File: src/hdl/mhf_pkg.sv
// Shared constants, field layout and header check arithmetic
package mhf_pkg;
	// Frame control byte layout
	localparam int FRAME_TYPE_CODE_HI = 7;
	localparam int FRAME_TYPE_CODE_LO = 6;
	localparam int FRAME_PARAMETER_BITS_HI = 5;
	localparam int FRAME_PARAMETER_BITS_LO = 1;
	localparam int FC_EXTENDED_HEADER_BIT = 0;
	// Frame type codes
	localparam logic [1:0] TYPE_PACKET = 2'h0;
	localparam logic [1:0] TYPE_ATM = 2'h1;
	localparam logic [1:0] TYPE_RSVD = 2'h2;
	localparam logic [1:0] TYPE_MAC = 2'h3;
	// Parameter bit codes within control headers
	localparam logic [4:0] PARM_REQUEST = 5'h02;
	localparam logic [4:0] PARM_CONCAT = 5'h1C;
	localparam logic [4:0] PARM_STUFF = 5'h1F;
	// Convergence stuffing pattern and extended header limit
	localparam logic [7:0] STUFF_BYTE = 8'hFF;
	localparam logic [7:0] EXT_MAX = 8'hF0;
	// Header check sequence generator
	localparam logic [15:0] CRC_POLY = 16'h1021;
	localparam logic [15:0] CRC_INIT = 16'hFFFF;
	// Serial and counting constants
	localparam logic [3:0] BYTE_BITS = 4'h8;
	localparam logic [2:0] BIT_LAST = 3'h7;
	localparam logic [1:0] HDR_LAST = 2'h3;
	localparam logic [15:0] CNT_ONE = 16'h0001;
	// Framer register map, byte addresses
	localparam int ADDR_W = 4;
	localparam logic [3:0] OFS_HDR = 4'h0;
	localparam logic [3:0] OFS_DATA = 4'h4;
	localparam logic [3:0] OFS_STAT = 4'h8;
	// Field positions in the header and status words
	localparam int HW_FC_LO = 24;
	localparam int HW_PARM_LO = 16;
	localparam int HW_LEN_LO = 0;
	localparam int ST_BUSY = 0;
	localparam int ST_DBUF = 1;
	localparam int ST_REJ = 2;
	localparam int ST_CNT_LO = 16;

	// One byte through the check sequence, high bit first
	function automatic logic [15:0] mhf_crc_byte(input logic [15:0] crc,
		input logic [7:0] data);
		logic [15:0] c;
		c = crc;
		for (int i = 7; i >= 0; i--) begin
			if (c[15] ^ data[i]) begin
				c = {c[14:0], 1'h0} ^ CRC_POLY;
			end else begin
				c = {c[14:0], 1'h0};
			end
		end
		return c;
	endfunction
endpackage

File: src/hdl/mhf_link_if.sv
// Serial upstream link between the framer and the parser
`timescale 1ns/1ps
interface mhf_link_if;
	logic link_bit; // Serial data, low bit of each octet first
	logic link_valid; // Bit lane carries a bit this cycle
	logic link_sof; // First bit of a frame
	modport framer (output link_bit, output link_valid, output link_sof);
	modport parser (input link_bit, input link_valid, input link_sof);
endinterface

File: src/hdl/mhf_parser.sv
// Header parser: deserializes, checks and splits received frames
//
// Chosen here: the output strobe ports; the register offsets and the Avalon-MM slave port belong to the framer.
`timescale 1ns/1ps
module mhf_parser
	import mhf_pkg::*;
(
	input wire logic ref_clk,
	input wire logic rst_n,
	mhf_link_if.parser link,
	output logic frame_start,
	output logic hdr_ok,
	output logic hdr_err,
	output logic [7:0] hdr_control,
	output logic [7:0] hdr_param,
	output logic [15:0] hdr_len_sid,
	output logic hdr_is_request,
	output logic ext_valid,
	output logic [7:0] ext_data,
	output logic [7:0] ext_tlv_type,
	output logic ext_is_value,
	output logic pay_valid,
	output logic [7:0] pay_data,
	output logic pay_last
);
	typedef enum logic [8:0] {
		PR_HUNT = 9'h001,
		PR_PARM = 9'h002,
		PR_LENH = 9'h004,
		PR_LENL = 9'h008,
		PR_EXT = 9'h010,
		PR_HCSH = 9'h020,
		PR_HCSL = 9'h040,
		PR_PAY = 9'h080,
		PR_SKIP = 9'h100
	} mhf_pr_state_t;

	typedef enum logic [2:0] {
		TL_TYPE = 3'h1,
		TL_LEN = 3'h2,
		TL_VAL = 3'h4
	} mhf_tlv_t;

	logic [7:0] sh_r; // Deserializer shifter
	logic [2:0] bcnt_r; // Bits gathered in current octet
	logic first_pend_r; // Frame start seen, octet not yet complete
	logic [7:0] byte_r; // Completed octet
	logic byte_stb_r; // Completed octet strobe
	logic byte_first_r; // Completed octet opens a frame
	mhf_pr_state_t state_r; // Header walk
	mhf_tlv_t tlv_r; // Tuple walk in the extension
	logic [7:0] tlv_left_r; // Value bytes left in tuple
	logic [7:0] tlv_type_r; // Current tuple type
	logic [7:0] fc_r, parm_r; // Header bytes under check
	logic [15:0] len_r; // Third field under check
	logic [7:0] hcs_hi_r; // Received check high octet
	logic [15:0] crc_r; // Running check sequence
	logic [15:0] cnt_r; // Bytes left in section

	// Decoded header fields
	wire [1:0] f_type = fc_r[FRAME_TYPE_CODE_HI:FRAME_TYPE_CODE_LO];
	wire [4:0] f_parm = fc_r[FRAME_PARAMETER_BITS_HI:FRAME_PARAMETER_BITS_LO];
	wire f_ext = fc_r[FC_EXTENDED_HEADER_BIT];
	wire [7:0] f_ext_header_length = f_ext ? parm_r : 8'h00;
	wire f_req = (f_type == TYPE_MAC) && (f_parm == PARM_REQUEST);
	// ATM and reserved payloads are walked over, not delivered
	wire f_discard = (f_type == TYPE_ATM) || (f_type == TYPE_RSVD);
	wire [16:0] f_diff = {1'h0, len_r} - {9'h000, f_ext_header_length};
	wire [15:0] f_pay = (f_req || f_diff[16]) ? 16'h0000 :
		f_diff[15:0];
	wire [15:0] crc_next = mhf_crc_byte(crc_r, byte_r);
	wire [15:0] crc_first = mhf_crc_byte(CRC_INIT, byte_r);
	wire hcs_good = ({hcs_hi_r, byte_r} == crc_r);
	wire is_stuff = (byte_r == STUFF_BYTE);
	wire at_fc = byte_first_r || (state_r == PR_HUNT);
	wire cnt_last = (cnt_r == CNT_ONE);
	wire [7:0] lenh_hold = len_r[15:8];

	// Deserializer: octet gathered low bit first, start flag carried
	always_ff @(posedge ref_clk) begin
		if (!rst_n) begin
			sh_r <= 8'h00;
			bcnt_r <= 3'h0;
			first_pend_r <= 1'h0;
			byte_r <= 8'h00;
			byte_stb_r <= 1'h0;
			byte_first_r <= 1'h0;
		end else begin
			byte_stb_r <= 1'h0;
			if (link.link_valid) begin
				sh_r <= {link.link_bit, sh_r[7:1]};
				if (link.link_sof) begin
					bcnt_r <= 3'h1;
					first_pend_r <= 1'h1;
				end else begin
					bcnt_r <= bcnt_r + 3'h1;
				end
				if ((bcnt_r == BIT_LAST) && !link.link_sof) begin
					byte_r <= {link.link_bit, sh_r[7:1]};
					byte_stb_r <= 1'h1;
					byte_first_r <= first_pend_r;
					first_pend_r <= 1'h0;
				end
			end
		end
	end

	// Header walk, check, and payload steering
	always_ff @(posedge ref_clk) begin
		if (!rst_n) begin
			state_r <= PR_HUNT;
			fc_r <= 8'h00;
			parm_r <= 8'h00;
			len_r <= 16'h0000;
			hcs_hi_r <= 8'h00;
			crc_r <= CRC_INIT;
			cnt_r <= 16'h0000;
			frame_start <= 1'h0;
			hdr_ok <= 1'h0;
			hdr_err <= 1'h0;
			hdr_control <= 8'h00;
			hdr_param <= 8'h00;
			hdr_len_sid <= 16'h0000;
			hdr_is_request <= 1'h0;
			pay_valid <= 1'h0;
			pay_data <= 8'h00;
			pay_last <= 1'h0;
		end else begin
			frame_start <= 1'h0;
			hdr_ok <= 1'h0;
			hdr_err <= 1'h0;
			pay_valid <= 1'h0;
			pay_last <= 1'h0;
			if (byte_stb_r && at_fc) begin
				if (is_stuff) begin
					state_r <= PR_HUNT;
				end else begin
					fc_r <= byte_r;
					crc_r <= crc_first;
					frame_start <= 1'h1;
					state_r <= PR_PARM;
				end
			end else if (byte_stb_r) begin
				case (state_r)
					PR_PARM: begin
						parm_r <= byte_r;
						crc_r <= crc_next;
						if (f_ext && (byte_r > EXT_MAX)) begin
							hdr_err <= 1'h1;
							state_r <= PR_HUNT;
						end else begin
							state_r <= PR_LENH;
						end
					end
					PR_LENH: begin
						len_r <= {byte_r, len_r[7:0]};
						crc_r <= crc_next;
						state_r <= PR_LENL;
					end
					PR_LENL: begin
						len_r <= {lenh_hold, byte_r};
						crc_r <= crc_next;
						cnt_r <= {8'h00, f_ext_header_length};
						state_r <= (f_ext_header_length != 8'h00) ? PR_EXT : PR_HCSH;
					end
					PR_EXT: begin
						crc_r <= crc_next;
						cnt_r <= cnt_r - CNT_ONE;
						if (cnt_last) begin
							state_r <= PR_HCSH;
						end
					end
					PR_HCSH: begin
						hcs_hi_r <= byte_r;
						state_r <= PR_HCSL;
					end
					PR_HCSL: begin
						if (!hcs_good) begin
							hdr_err <= 1'h1;
							state_r <= PR_HUNT;
						end else begin
							hdr_ok <= 1'h1;
							hdr_control <= fc_r;
							hdr_param <= parm_r;
							hdr_len_sid <= len_r;
							hdr_is_request <= f_req;
							cnt_r <= f_pay;
							if (f_pay == 16'h0000) begin
								state_r <= PR_HUNT;
							end else if (f_discard) begin
								state_r <= PR_SKIP;
							end else begin
								state_r <= PR_PAY;
							end
						end
					end
					PR_PAY: begin
						pay_valid <= 1'h1;
						pay_data <= byte_r;
						pay_last <= cnt_last;
						cnt_r <= cnt_r - CNT_ONE;
						if (cnt_last) begin
							state_r <= PR_HUNT;
						end
					end
					PR_SKIP: begin
						cnt_r <= cnt_r - CNT_ONE;
						if (cnt_last) begin
							state_r <= PR_HUNT;
						end
					end
					default: state_r <= PR_HUNT;
				endcase
			end
		end
	end

	// Extension forwarding with a tuple walk; no tuple type is an error
	always_ff @(posedge ref_clk) begin
		if (!rst_n) begin
			tlv_r <= TL_TYPE;
			tlv_left_r <= 8'h00;
			tlv_type_r <= 8'h00;
			ext_valid <= 1'h0;
			ext_data <= 8'h00;
			ext_tlv_type <= 8'h00;
			ext_is_value <= 1'h0;
		end else begin
			ext_valid <= 1'h0;
			if (byte_stb_r && !at_fc && (state_r == PR_LENL)) begin
				tlv_r <= TL_TYPE;
			end
			if (byte_stb_r && !at_fc && (state_r == PR_EXT)) begin
				ext_valid <= 1'h1;
				ext_data <= byte_r;
				ext_is_value <= (tlv_r == TL_VAL);
				case (tlv_r)
					TL_TYPE: begin
						tlv_type_r <= byte_r;
						ext_tlv_type <= byte_r;
						tlv_r <= TL_LEN;
					end
					TL_LEN: begin
						tlv_left_r <= byte_r;
						ext_tlv_type <= tlv_type_r;
						// Zero length is legal for extension elements
						tlv_r <= (byte_r == 8'h00) ? TL_TYPE : TL_VAL;
					end
					TL_VAL: begin
						// Value bytes pass through whatever the type
						ext_tlv_type <= tlv_type_r;
						tlv_left_r <= tlv_left_r - 8'h01;
						if (tlv_left_r == 8'h01) begin
							tlv_r <= TL_TYPE;
						end
					end
					default: tlv_r <= TL_TYPE;
				endcase
			end
		end
	end
endmodule

File: src/flat_wrapper.sv
// flat-port wrapper written by rule: the top's interface ports become plain ports
module mhf_parser_flat import mhf_pkg::*;
  (ref_clk, rst_n, frame_start, hdr_ok, hdr_err, hdr_control, hdr_param, hdr_len_sid, hdr_is_request, ext_valid, ext_data, ext_tlv_type, ext_is_value, pay_valid, pay_data, pay_last, link_link_bit, link_link_valid, link_link_sof);
  mhf_link_if link_i ();
  input wire logic ref_clk;
  input wire logic rst_n;
  output logic frame_start;
  output logic hdr_ok;
  output logic hdr_err;
  output logic [7:0] hdr_control;
  output logic [7:0] hdr_param;
  output logic [15:0] hdr_len_sid;
  output logic hdr_is_request;
  output logic ext_valid;
  output logic [7:0] ext_data;
  output logic [7:0] ext_tlv_type;
  output logic ext_is_value;
  output logic pay_valid;
  output logic [7:0] pay_data;
  output logic pay_last;
  input wire logic [$bits(link_i.link_bit)-1:0] link_link_bit;
  input wire logic [$bits(link_i.link_valid)-1:0] link_link_valid;
  input wire logic [$bits(link_i.link_sof)-1:0] link_link_sof;
  assign link_i.link_bit = link_link_bit;
  assign link_i.link_valid = link_link_valid;
  assign link_i.link_sof = link_link_sof;
  mhf_parser u_core (.ref_clk(ref_clk), .rst_n(rst_n), .link(link_i), .frame_start(frame_start), .hdr_ok(hdr_ok), .hdr_err(hdr_err), .hdr_control(hdr_control), .hdr_param(hdr_param), .hdr_len_sid(hdr_len_sid), .hdr_is_request(hdr_is_request), .ext_valid(ext_valid), .ext_data(ext_data), .ext_tlv_type(ext_tlv_type), .ext_is_value(ext_is_value), .pay_valid(pay_valid), .pay_data(pay_data), .pay_last(pay_last));
endmodule
File: config.mk
export PLATFORM = sky130hd
export DESIGN_NAME = mhf_parser_flat
export DESIGN_NICKNAME = d
export VERILOG_FILES = /design/src/hdl/mhf_pkg.sv /design/src/hdl/mhf_link_if.sv /design/src/hdl/mhf_parser.sv /design/src/flat_wrapper.sv
export SDC_FILE = /design/constraint.sdc
export NUM_CORES = 1
export LEC_CHECK = 0
export BUFFER_PORTS_ARGS = -buffer_cell sky130_fd_sc_hd__buf_2
export CORE_MARGIN = 1
export CORE_UTILIZATION = 45
export DETAILED_ROUTE_END_ITERATION = 8
export GPL_ROUTABILITY_DRIVEN = 0
export GPL_TIMING_DRIVEN = 0
export SLEW_MARGIN = 30
export SYNTH_ARGS = -nofsm -noshare
export SYNTH_HDL_FRONTEND = slang
export SYNTH_SLANG_ARGS = --single-unit
File: constraint.sdc
create_clock -name ref_clk -period 4.1 [get_ports ref_clk]
set_input_delay 0.82 -clock ref_clk [delete_from_list [all_inputs] [get_ports ref_clk]]
set_output_delay 0.82 -clock ref_clk [all_outputs]
set_load 0.01 [all_outputs]
== Word-level counts from Yosys, hierarchy flattened ==
Index checks and enable logic that the tools add are counted.
Widths: inputs -> output; s select.

* Add/sub/neg operators: 4
* $lt $le $gt $ge: 1
* Equal/unequal tests: 25
* Mux-type cells: 54
* Bitwise gates (word level): 38
* Reductions and logical operators: 45

{| class="wikitable"
|+ Operator list
! operator !! count
|-
| $mux 13 || 16
|-
| $mux 16 || 6
|-
| $mux 9 || 7
|-
| $pmux 9 s7 || 1
|-
| $pmux 16 s3 || 1
|-
| $not 3->3 || 15
|-
| $pmux 16 s2 || 1
|-
| $pmux 8 s2 || 2
|-
| $mux 3 || 6
|-
| $sub 16x8->17 || 1
|-
| $eq 16x1->1 const B || 1
|-
| $eq 16x16->1 || 1
|-
| $logic_not 16->1 || 1
|-
| $reduce_and 2->1 || 8
|-
| $reduce_and 4->1 || 4
|-
| $sub 16x1->16 const B || 1
|-
| $reduce_and 3->1 || 5
|-
| $reduce_or 4->1 || 3
|-
| $xor 1x1->1 || 12
|-
| $reduce_bool 2->1 || 5
|-
| $eq 9x1->1 const B || 1
|-
| $eq 9x2->1 const B || 1
|-
| $eq 9x3->1 const B || 1
|-
| $eq 9x4->1 const B || 1
|-
| other kinds (35) || 66
|}

* Flip-flop bits (word level): 186
* Input bits: 5
* Output and inout bits: 64
* Logic and storage cells: 198

== Depth between registers and ports, before layout ==
Gate-level depths: netlist of run 1.

* Depth in word-level cells: 19
* Depth in mapped cells: 12
* Mapped depth without buffers: 11

== Worst setup path after synthesis of run 1 ==
No wires, ideal clock.

* Path type: flip-flop to flip-flop
* From: reg u_core.fc_r[0]
* To: reg u_core.state_r[7]
* Library setup time: 0.117 ns
* Arrival: 2.979 ns
* Data required time: 3.983 ns
* Slack: 1.004 ns
* Stages on the path, launching flop included: 13
* Buffers on the path: 1
* Period minus slack after synthesis: 3.096 ns
* Cells stage by stage: dfxtp_1 -> clkbuf_1 -> and2_1 -> ha_1 -> fa_1 -> nand3b_1 -> a21oi_1 -> o21ai_1 -> a2111oi_0 -> a21oi_1 -> o311ai_0 -> a2111oi_0 -> a32o_1

* Longest elaborated chain between the ends: 10

{| class="wikitable"
|+ Ends and longest elaborated chain
! what !! line !! RTL
|-
| start, declared || mhf_parser.sv:54 || <nowiki>logic [7:0] fc_r, parm_r;</nowiki>
|-
| start signal, assigned || mhf_parser.sv:138 || <nowiki>fc_r <= byte_r;</nowiki>
|-
| $mux 8 * || mhf_parser.sv:64 || <nowiki>wire [7:0] f_ext_header_length = f_ext ? parm_r : 8'h00;</nowiki>
|-
| $sub 16x8->17 * || mhf_parser.sv:68 || <nowiki>wire [16:0] f_diff = {1'h0, len_r} - {9'h000, f_ext_header_length};</nowiki>
|-
| $logic_or 1x1->1 || mhf_parser.sv:69 || <nowiki>wire [15:0] f_pay = (f_req || f_diff[16]) ? 16'h0000 :</nowiki>
|-
| $mux 16 * || mhf_parser.sv:69 ||
|-
| $logic_not 16->1 * || mhf_parser.sv:188 || <nowiki>if (f_pay == 16'h0000) begin</nowiki>
|-
| $mux 9 * || mhf_parser.sv:188 ||
|-
| $mux 9 * || mhf_parser.sv:178 || <nowiki>if (!hcs_good) begin</nowiki>
|-
| $pmux 9 s7 * || mhf_parser.sv:144 || <nowiki>case (state_r)</nowiki>
|-
| $mux 9 * || mhf_parser.sv:143 || <nowiki>end else if (byte_stb_r) begin</nowiki>
|-
| $mux 9 * || mhf_parser.sv:134 || <nowiki>if (byte_stb_r && at_fc) begin</nowiki>
|-
| end signal, assigned || mhf_parser.sv:164 || <nowiki>state_r <= (f_ext_header_length != 8'h00) ? PR_EXT : PR_HCSH;</nowiki>
|-
| end, declared || mhf_parser.sv:50 || <nowiki>mhf_pr_state_t state_r;</nowiki>
|}

Mark *: on every way between the ends. The rest lies on a longest branch, timed or not. The select of a mux whose other input is x is not followed.
A chain may end at the register's enable or synchronous reset.

== Worst setup path after layout of run 1 ==
Same ends and word-level chain as after synthesis.

==> flow_summary.json, run 1 <==
{
  "endpoint_kind": "flip-flop",
  "clock_skew_ns": 0.01290,
  "syn_inst": 1028,
  "setup_viol": 0,
  "antenna_cells": 0,
  "powerDensity_nw_per_um2": 347.3,
  "critPathKind": "reg2reg",
  "root_buffer": "clkbuf_16",
  "min_path_type": "reg2reg",
  "synth_area_leader_cell": "dfxtp_1",
  "drive_gt1_share_pct": 11.28,
  "whs_path_depth": 2,
  "antenna_found_initial": 0,
  "synth_top_cell_area_share_pct": 41.66,
  "fin_crit_ns": 3.844,
  "critPathLaunchType": "flip-flop",
  "cts.path.max_buffers": 2,
  "grt.total_usage_pct": 25.93,
  "area.growth.synth_to_final_pct": 14.16,
  "combPwrFrac_pct": 1.6,
  "power.internal_mw": 2.694,
  "hpwlAfterDp_um": 17920,
  "fin_nets": 1135,
  "numCtsBuffers": 17,
  "fin_crit_sh_pct": 93.77,
  "portBuffers": 66,
  "path_max_fanout": 10,
  "layout_common_cells": "185 x dfxtp_1, 179 x nor2_1, 94 x mux2i_1",
  "r2r-end": "u_core.state_r[7]$_SDFFE_PN0P_",
  "worstPathRequired_ns": 4.42,
  "drt_iter0_markers": 501,
  "wl_per_cell_um": 18.24,
  "p_leak_nw": 4.408,
  "power_frac_seq_pct": 51.1,
  "worstMarginPinSlew_ns": 1.078,
  "final_util_pct": 52.32,
  "cts_sinks": 185,
  "max_freq_ghz": 0.2601,
  "synthArstFlopShare_pct": 0,
  "path_clk_slew_ns": 0.07,
  "dieArea_um2": 20320,
  "layout.cells.non_filler": 1391,
  "io-pin-count": 69,
  "drtPass1Iterations": 8,
  "ir_drop_uv": 281.6,
  "grt_pass1_vias": 7035,
  "drv_slew": 0,
  "dpl.cell_count": 1359,
  "yosys_warnings": 0,
  "finalHoldViolCount": 0,
  "ys_ff_latch": 185,
  "overflow": 0,
  "drv_cap": 0,
  "via_count": 7619,
  "synth.area.top_cells": "dfxtp_1 42%, mux2i_1 11%, nor2_1 7.6%",
  "grt_max_degree": 19,
  "syn_nets": 1050,
  "reg2reg_slack_ns": 0.26,
  "synth_edf_count": 0,
  "synth-main-ff-cell": "dfxtp_1",
  "fp.dieW_um": 142.6,
  "drc": 0,
  "syn_area_um2": 8890,
  "cts_tree": "done",
  "clk_latency_ns": 0.44,
  "worstPathArrival_ns": 4.17,
  "ant_nets": 0,
  "route.final.wire_length_um": 25380,
  "yosysUniqueCellTypes": 72,
  "grt_pass1_wl_um": 39590,
  "ys_seq_area_share_pct": 41.66,
  "initial_core_util_pct": 45.83,
  "vias_per_cell": 5.477,
  "die_h_um": 142.6,
  "power.net_switching_mw": 0.8307,
  "rows": 51,
  "rsz0062_at_grt": "false",
  "layout_commonest_cell": "dfxtp_1",
  "r2r_start": "u_core.fc_r[0]$_SDFFE_PN0P_",
  "htree_levels": 4,
  "worstHoldStart": "u_core.tlv_type_r[0]$_SDFFE_PN0P_",
  "holdPathEnd": "u_core.tlv_type_r[0]$_SDFFE_PN0P_",
  "finalSetupTns_ns": 0,
  "max_slew_margin_pct": 28.16,
  "final.fill_count": 1914,
  "status": "complete, no violations",
  "pwr-share-clk_pct": 47.3,
  "p_total_mw": 3.525,
  "reg2reg_depth": 11,
  "p_sw_share_pct": 23.57,
  "synth.avg_cell_area_um2": 8.648,
  "core-area_um2": 19400
}
## routing by layer
layer | GRT usage (%) | wire length, um | vias up
met4 | 7.583 | 486 | 0
met3 | 5.350 | 1588 | 27
met1 | 37.32 | 12540 | 3593
met5 | 0 | 0 | -
li1 | - | - | 3762
met2 | 38.67 | 10760 | 237
## cells by family (layout without fill, tap and decap cells)
group | count (synthesis) | count (layout) | synth area share [%]
xor+xnor | 71 | 71 | 6.995
fa+ha+maj | 17 | 17 | 2.477
simple gates | 381 | 381 | 19.86
compound gates | 189 | 189 | 14.29
mux | 94 | 94 | 10.58
buf+inv | 91 | 189 | 4.138
flops | 185 | 185 | 41.66
## stage by stage
stage	hold slack (ns)	cell area, um2	setup WS [ns]
2_1_floorplan	0.4315	8890	1.004
3_3_place_gp	0.4377	9552	0.2176
3_5_place_dp	0.4459	9552	0.2315
4_1_cts	0.4541	10140	0.1897
5_1_grt	0.4789	10150	0.01863
6_report	0.4521	10150	0.2555
## final cells by class
type | instances | area, um2 | share of cell area (%)
clock buffers | 19 | 442.9 | 4.364
well taps | 265 | 331.6 | 3.267
multi-input cells | 752 | 4823 | 47.53
plain buffers | 77 | 315.3 | 3.107
flip-flops and latches | 185 | 3704 | 36.49
repair buffers | 66 | 330.3 | 3.255
clock inverters | 13 | 148.9 | 1.467
inverters | 14 | 52.55 | 0.5178
## power by group through the flow
stage / logic, mW / clock network, mW / registers, mW
after floorplan: 0.0334 / 0 / 1.84
after global placement: 0.0569 / 0 / 1.84
after detailed placement: 0.0573 / 0 / 1.84
after CTS: 0.0573 / 1.69 / 1.80
after global routing: 0.0626 / 1.77 / 1.80
final: 0.0577 / 1.67 / 1.80
## synthesized netlist by cell type (5+ instances only)
cell,n
mux2i_1,94
o21ai_0,21
xor2_1,31
buf_2,6
ha_1,16
nor3_1,22
a21oi_1,61
nor2_1,179
a211oi_1,13
a22o_1,10
dfxtp_1,185
nand2b_1,10
or3_1,11
nand4b_1,5
o211ai_1,17
a22oi_1,6
inv_1,13
nand3_1,23
clkbuf_1,66
a31oi_1,7
nor4_1,8
nand2_1,78
o21ai_1,8
or4_1,5
xnor2_1,40
nand4_1,7
## sequential cells by signal, indices dropped and copies added (netlist names), 9 cells and up
signal and cells:
u_core.state_r 9, u_core.hdr_len_sid 16, u_core.crc_r 16, u_core.cnt_r 16, u_core.len_r 16
## how the worst max path moves through the flow
stage,endpoint,from,slack (ns)
after floorplan,u_core.state_r[7]$_SDFFE_PN0P_,u_core.fc_r[0]$_SDFFE_PN0P_,1.00
after global placement,u_core.state_r[7]$_SDFFE_PN0P_,u_core.fc_r[0]$_SDFFE_PN0P_,0.22
after detailed placement,u_core.state_r[7]$_SDFFE_PN0P_,u_core.fc_r[0]$_SDFFE_PN0P_,0.23
after CTS,u_core.state_r[7]$_SDFFE_PN0P_,u_core.fc_r[0]$_SDFFE_PN0P_,0.19
after global routing,u_core.state_r[7]$_SDFFE_PN0P_,u_core.fc_r[0]$_SDFFE_PN0P_,0.02
final,u_core.state_r[7]$_SDFFE_PN0P_,u_core.fc_r[0]$_SDFFE_PN0P_,0.26
## critical path, cell delays in order, from the launching register on
cell and delay, ns:
dfxtp_1 0.44, clkbuf_1 0.38, nand2_1 0.23, ha_1 0.38
a21oi_1 0.28, o21bai_1 0.11, or3_1 0.33, a2111oi_0 0.52
nand4_1 0.17, o31ai_1 0.41, a2111oi_0 0.24, a32o_1 0.25
## timing repair
action / 4_1_cts / 5_1_grt
hold buffers: 0 / 0
endpoints found under the hold margin: 0 / 0
setup endpoints to repair: 0 / 2
resized for setup: 0 / 1
setup buffers: 0 / 0
Note: power is estimated with default switching activity, not from simulation.
==> run 2, diff against run 1 <==
- CELL_PAD_IN_SITES_DETAIL_PLACEMENT: default -> 1
- CELL_PAD_IN_SITES_GLOBAL_PLACEMENT: default -> 1
- PLACE_DENSITY_LB_ADDON: default -> 0.1
==> run 2 against run 1 <==
Against the previous run:
- non-clock buffer count did not move
- global-route usage increased by 3.0 points
- via count grew 2.5%
- core utilization rose by 0.14 points
- cell area is 0.26% higher
==> flow_summary.json, run 2 (same netlist as run 1, synthesis figures left out) <==
{
  "cp_slowest_cell": "o31ai_1",
  "dieArea_um2": 20320,
  "status": "complete, no violations",
  "startpoint": "u_core.fc_r[0]$_SDFFE_PN0P_",
  "reg2reg_slack_ns": 0.27,
  "cts_tree": "done",
  "path_max_fanout": 10,
  "min_path_type": "reg2reg",
  "worstMarginPinSlew_ns": 1.053,
  "drc": 0,
  "io-pin-count": 69,
  "holdPathEnd": "u_core.tlv_type_r[5]$_SDFFE_PN0P_",
  "grt.total_usage_pct": 28.95,
  "p_leak_nw": 4.412,
  "power.net_switching_mw": 0.9191,
  "drv_cap": 0,
  "grt_pass1_vias": 7934,
  "critPathLaunchType": "flip-flop",
  "drive_gt1_share_pct": 11.37,
  "die_h_um": 142.6,
  "portBuffers": 66,
  "finalHoldViolCount": 0,
  "power.internal_mw": 2.643,
  "grt_pass1_wl_um": 44660,
  "fin_nets": 1135,
  "dpl_cell_area_um2": 9552,
  "max_stage_delay_ns": 0.47,
  "setup_viol": 0,
  "pwr-share-clk_pct": 47.8,
  "fin_crit_sh_pct": 93.31,
  "power_frac_seq_pct": 50.5,
  "via_count": 7806,
  "r2r_start": "u_core.fc_r[0]$_SDFFE_PN0P_",
  "p_sw_share_pct": 25.80,
  "r2r-end": "u_core.state_r[7]$_SDFFE_PN0P_",
  "cts_sinks": 185,
  "endpoint_kind": "flip-flop",
  "worstPathRequired_ns": 4.45,
  "design_area_um2": 10170,
  "clk_latency_ns": 0.46,
  "cts.path.max_buffers": 2,
  "ir_drop_uv": 269.3,
  "max_slew_margin_pct": 29.78,
  "route.final.wire_length_um": 27870,
  "worstHoldStart": "u_core.tlv_type_r[5]$_SDFFE_PN0P_",
  "reg2reg_depth": 11,
  "layout_common_cells": "185 x dfxtp_1, 179 x nor2_1, 94 x mux2i_1",
  "rows": 51,
  "overflow": 0,
  "hpwlAfterDp_um": 19830,
  "worstPathArrival_ns": 4.17,
  "drt_iter0_markers": 366,
  "max_freq_ghz": 0.2614,
  "core-area_um2": 19400,
  "drv_slew": 0,
  "combPwrFrac_pct": 1.6,
  "antenna_cells": 0,
  "fp.dieW_um": 142.6,
  "htree_levels": 4,
  "place_ws_ns": 0.1375,
  "vias_per_cell": 5.612,
  "wl_per_cell_um": 20.04,
  "path_clk_slew_ns": 0.08,
  "ant_nets": 0,
  "clock_skew_ns": 0.01574,
  "finalSetupTns_ns": 0,
  "critPathKind": "reg2reg",
  "numCtsBuffers": 17,
  "grt_max_degree": 22,
  "area.growth.synth_to_final_pct": 14.46,
  "drtPass1Iterations": 5,
  "powerDensity_nw_per_um2": 350.1,
  "fin_crit_ns": 3.826,
  "antenna_found_initial": 0,
  "whs_path_depth": 2,
  "rsz0062_at_grt": "false",
  "crit_chain": "clkbuf_1 -> nand2_1 -> ha_1 -> a21oi_1 -> o21bai_1 -> or3_1 -> a2111oi_0 -> nand4_1 -> o31ai_1 -> a2111oi_1 -> a32o_1",
  "initial_core_util_pct": 45.83,
  "fin_ws_ns": 0.2742,
  "layout_commonest_cell": "dfxtp_1",
  "root_buffer": "clkbuf_16"
}
run 2: critical path, delay by kind of cell (launching register included):
family	cells	cell delay, ns
compound gates	6	1.77
fa+ha+maj	1	0.38
buf+inv	1	0.39
flops	1	0.40
simple gates	3	0.78
run 2: worst max-delay path by stage:
stage                                           endpoint
after floorplan           u_core.state_r[7]$_SDFFE_PN0P_
after global placement    u_core.state_r[8]$_SDFFE_PN0P_
after detailed placement  u_core.state_r[8]$_SDFFE_PN0P_
after CTS                 u_core.state_r[7]$_SDFFE_PN0P_
after global routing      u_core.state_r[7]$_SDFFE_PN0P_
final                     u_core.state_r[7]$_SDFFE_PN0P_
run 2: power groups by stage:
| stage | sequential, mW | clock (mW) | combinational, mW |
|---|---|---|---|
| finish | 1.80 | 1.70 | 0.0583 |
| global route | 1.80 | 1.79 | 0.0630 |
| CTS | 1.80 | 1.73 | 0.0588 |
| detailed placement | 1.84 | 0 | 0.0586 |
| global placement | 1.84 | 0 | 0.0582 |
| floorplan | 1.84 | 0 | 0.0334 |
run 2: through the flow:
stage | std cells | power, mW | util [%] | hold WS (ns)
6_report | 1391 | 3.562 | 52.45 | 0.4535
5_1_grt | 1391 | 3.649 | 52.45 | 0.4820
3_5_place_dp | 1359 | 1.901 | 49.24 | 0.4457
3_3_place_gp | 1359 | 1.900 | 49.24 | 0.4392
4_1_cts | 1391 | 3.587 | 52.42 | 0.4561
2_1_floorplan | 1028 | 1.875 | - | 0.4315
run 2: what timing repair did:
action / in CTS / in global routing
gates resized for setup: 0 / 2
setup endpoints to repair: 0 / 2
hold endpoints to repair: 0 / 0
setup buffers: 0 / 0
hold buffers: 0 / 0
run 2: area by class of cell:
cell class                 count  area (um2)
multi-input combinational    752        4825
clock inverter                15       191.4
buffer                        77       315.3
timing repair buffer          66       330.3
fill                        2341        9224
tap                          265       331.6
clock buffer                  17       425.4
inverter                      14       52.55
sequential                   185        3704
run 2: per-layer routing:
layer,part of all wire [%],global-route usage [%]
met1,46,37.55
met2,48,49.41
met4,2.0,8.659
met3,3.7,4.441
met5,0,0
==> run 3, diff against run 2 <==
- CELL_PAD_IN_SITES_GLOBAL_PLACEMENT: 1 -> 2
- CORE_UTILIZATION: 45 -> 33
- clock period: 4.1 -> 3.32 ns (I/O delays scaled with it)
==> run 3 against run 2 <==
Against the previous run:
- the run now ends with design-rule violations left
- wire length grew 8.7%
- hold slack better by 0.0046 ns
- maximum frequency up 23%
- cell count up 5.3%
- sequential power up 23%
- register-to-register slack worse by 0.05 ns
- critical path depth is 2 lower
- clock power is 26% higher
- sequential share of layout area shrank 0.94 points
- critical endpoint is now u_core.state_r[8]$_SDFFE_PN0P_
- largest cell class unchanged
- largest power group unchanged
==> flow_summary.json, run 3 (same netlist as run 1, synthesis figures left out) <==
{
  "layout_common_cells": "184 x dfxtp_1, 178 x nor2_1, 94 x mux2i_1",
  "power_frac_seq_pct": 49.9,
  "drc": 5,
  "reg2reg_depth": 9,
  "rsz0062_at_grt": "false",
  "core-area_um2": 26210,
  "path_max_fanout": 13,
  "drtPass1Iterations": 7,
  "max_freq_ghz": 0.3227,
  "ir_drop_uv": 272.8,
  "power.internal_mw": 3.372,
  "cts_sinks": 185,
  "rows": 59,
  "area.growth.synth_to_final_pct": 17.62,
  "min_path_type": "reg2reg",
  "place_ws_ns": -0.8680,
  "status": "complete, but fails checks",
  "p_sw_share_pct": 24.26,
  "clk_latency_ns": 0.45,
  "htree_levels": 4,
  "drv_slew": 0,
  "portBuffers": 66,
  "whs_path_depth": 2,
  "powerDensity_nw_per_um2": 425.7,
  "drv_cap": 0,
  "vias_per_cell": 5.311,
  "setup_viol": 0,
  "worstHoldStart": "u_core.tlv_type_r[7]$_SDFFE_PN0P_",
  "antenna_cells": 0,
  "dieArea_um2": 27600,
  "cts_tree": "done",
  "fin_nets": 1139,
  "drive_gt1_share_pct": 13.81,
  "overflow": 0,
  "grt.total_usage_pct": 22.56,
  "fin_crit_sh_pct": 93.35,
  "critPathKind": "reg2reg",
  "final.fill_count": 3065,
  "p_total_mw": 4.451,
  "fp.dieW_um": 166.1,
  "fin_crit_ns": 3.099,
  "numCtsBuffers": 17,
  "multi_input_area_um2": 4984,
  "path_clk_slew_ns": 0.08,
  "worstMarginPinSlew_ns": 1.000,
  "grt_max_degree": 19,
  "route.final.wire_length_um": 30290,
  "r2r-end": "u_core.state_r[8]$_SDFFE_PN0P_",
  "reg2reg_slack_ns": 0.22,
  "critPathLaunchType": "flip-flop",
  "wl_per_cell_um": 20.68,
  "pwr-share-clk_pct": 48.3,
  "combPwrFrac_pct": 1.8,
  "initial_core_util_pct": 33.92,
  "grt_pass1_vias": 7670,
  "finalHoldViolCount": 0,
  "antenna_found_initial": 1,
  "ant_nets": 0,
  "clock_skew_ns": 0.01665,
  "r2r_start": "u_core.fc_r[0]$_SDFFE_PN0P_",
  "via_count": 7781,
  "worstPathRequired_ns": 3.70,
  "regArea_um2": 3707,
  "power.net_switching_mw": 1.080,
  "layout_commonest_cell": "dfxtp_1",
  "io-pin-count": 69,
  "design_area_um2": 10460,
  "die_h_um": 166.1,
  "holdPathEnd": "u_core.tlv_type_r[7]$_SDFFE_PN0P_",
  "cts.path.max_buffers": 2,
  "endpoint_kind": "flip-flop",
  "worstPathArrival_ns": 3.48,
  "drt_iter0_markers": 437,
  "hpwlAfterDp_um": 21600,
  "grt_pass1_wl_um": 47440,
  "max_slew_margin_pct": 33.34,
  "dpl_cell_area_um2": 9644,
  "root_buffer": "clkbuf_16",
  "p_leak_nw": 4.453,
  "violations": "design-rule violations",
  "fin_ws_ns": 0.2208
}
[run 3: power groups by stage]
stage | clock network, mW | logic [mW] | registers, mW
2_1_floorplan | 0 | 0.0413 | 2.27
3_3_place_gp | 0 | 0.0787 | 2.28
3_5_place_dp | 0 | 0.0789 | 2.28
4_1_cts | 2.20 | 0.0792 | 2.22
5_1_grt | 2.31 | 0.0843 | 2.22
6_report | 2.15 | 0.0781 | 2.22
[run 3: per-layer routing]
| layer | up-vias | GRT usage, % | share of wire [%] |
|---|---|---|---|
| met3 | 16 | 4.600 | 4.4 |
| li1 | 3776 | - | - |
| met4 | 2 | 4.267 | 0.66 |
| met2 | 147 | 33.99 | 43 |
| met5 | - | 0 | 0.040 |
| met1 | 3840 | 33.12 | 52 |
[run 3: cell type report]
class	instances	area share (%)
inverter	14	0.5026
timing repair buffer	73	3.697
clock inverter	15	1.687
sequential	185	35.46
multi-input combinational	752	47.66
clock buffer	17	4.068
tap	335	4.009
buffer	74	2.920
[run 3: worst max path at each step]
stage	slack [ns]	to	from	cells after the start
global placement	-0.83	u_core.state_r[8]$_SDFFE_PN0P_	u_core.fc_r[0]$_SDFFE_PN0P_	11
floorplan	0.22	u_core.state_r[7]$_SDFFE_PN0P_	u_core.fc_r[0]$_SDFFE_PN0P_	12
detailed placement	-0.87	u_core.state_r[7]$_SDFFE_PN0P_	u_core.fc_r[0]$_SDFFE_PN0P_	11
finish	0.22	u_core.state_r[8]$_SDFFE_PN0P_	u_core.fc_r[0]$_SDFFE_PN0P_	9
global route	0.06	u_core.cnt_r[15]$_SDFFE_PN0P_	u_core.fc_r[0]$_SDFFE_PN0P_	10
CTS	0.01	u_core.cnt_r[10]$_SDFFE_PN0P_	u_core.crc_r[15]$_SDFFE_PN1P_	10
[run 3: per-stage QoR]
stage / hold WS (ns) / instances / setup TNS (ns) / utilization [%]
after floorplan: 0.4315 / 1028 / 0 / -
after global placement: 0.4369 / 1429 / -3.975 / 36.78
after detailed placement: 0.4461 / 1429 / -4.236 / 36.80
after CTS: 0.4560 / 1462 / 0 / 39.38
after global routing: 0.4582 / 1465 / 0 / 39.90
final: 0.4581 / 1465 / 0 / 39.90
[run 3: critical path, stage by stage, from the launching register on]
cell,delay (ns)
dfxtp_4,0.44
nand2_1,0.18
ha_1,0.31
or3_1,0.38
o31a_1,0.39
a21oi_1,0.32
xor2_2,0.27
o31ai_4,0.13
a2111oi_2,0.44
a32o_1,0.17
[run 3: what timing repair did]
action / 4_1_cts / 5_1_grt
endpoints found under the hold margin: 0 / 0
pin swaps: 1 / 7
resized for setup: 18 / 15
setup endpoints to repair: 13 / 45
setup buffers: 2 / 4
hold buffers: 0 / 0
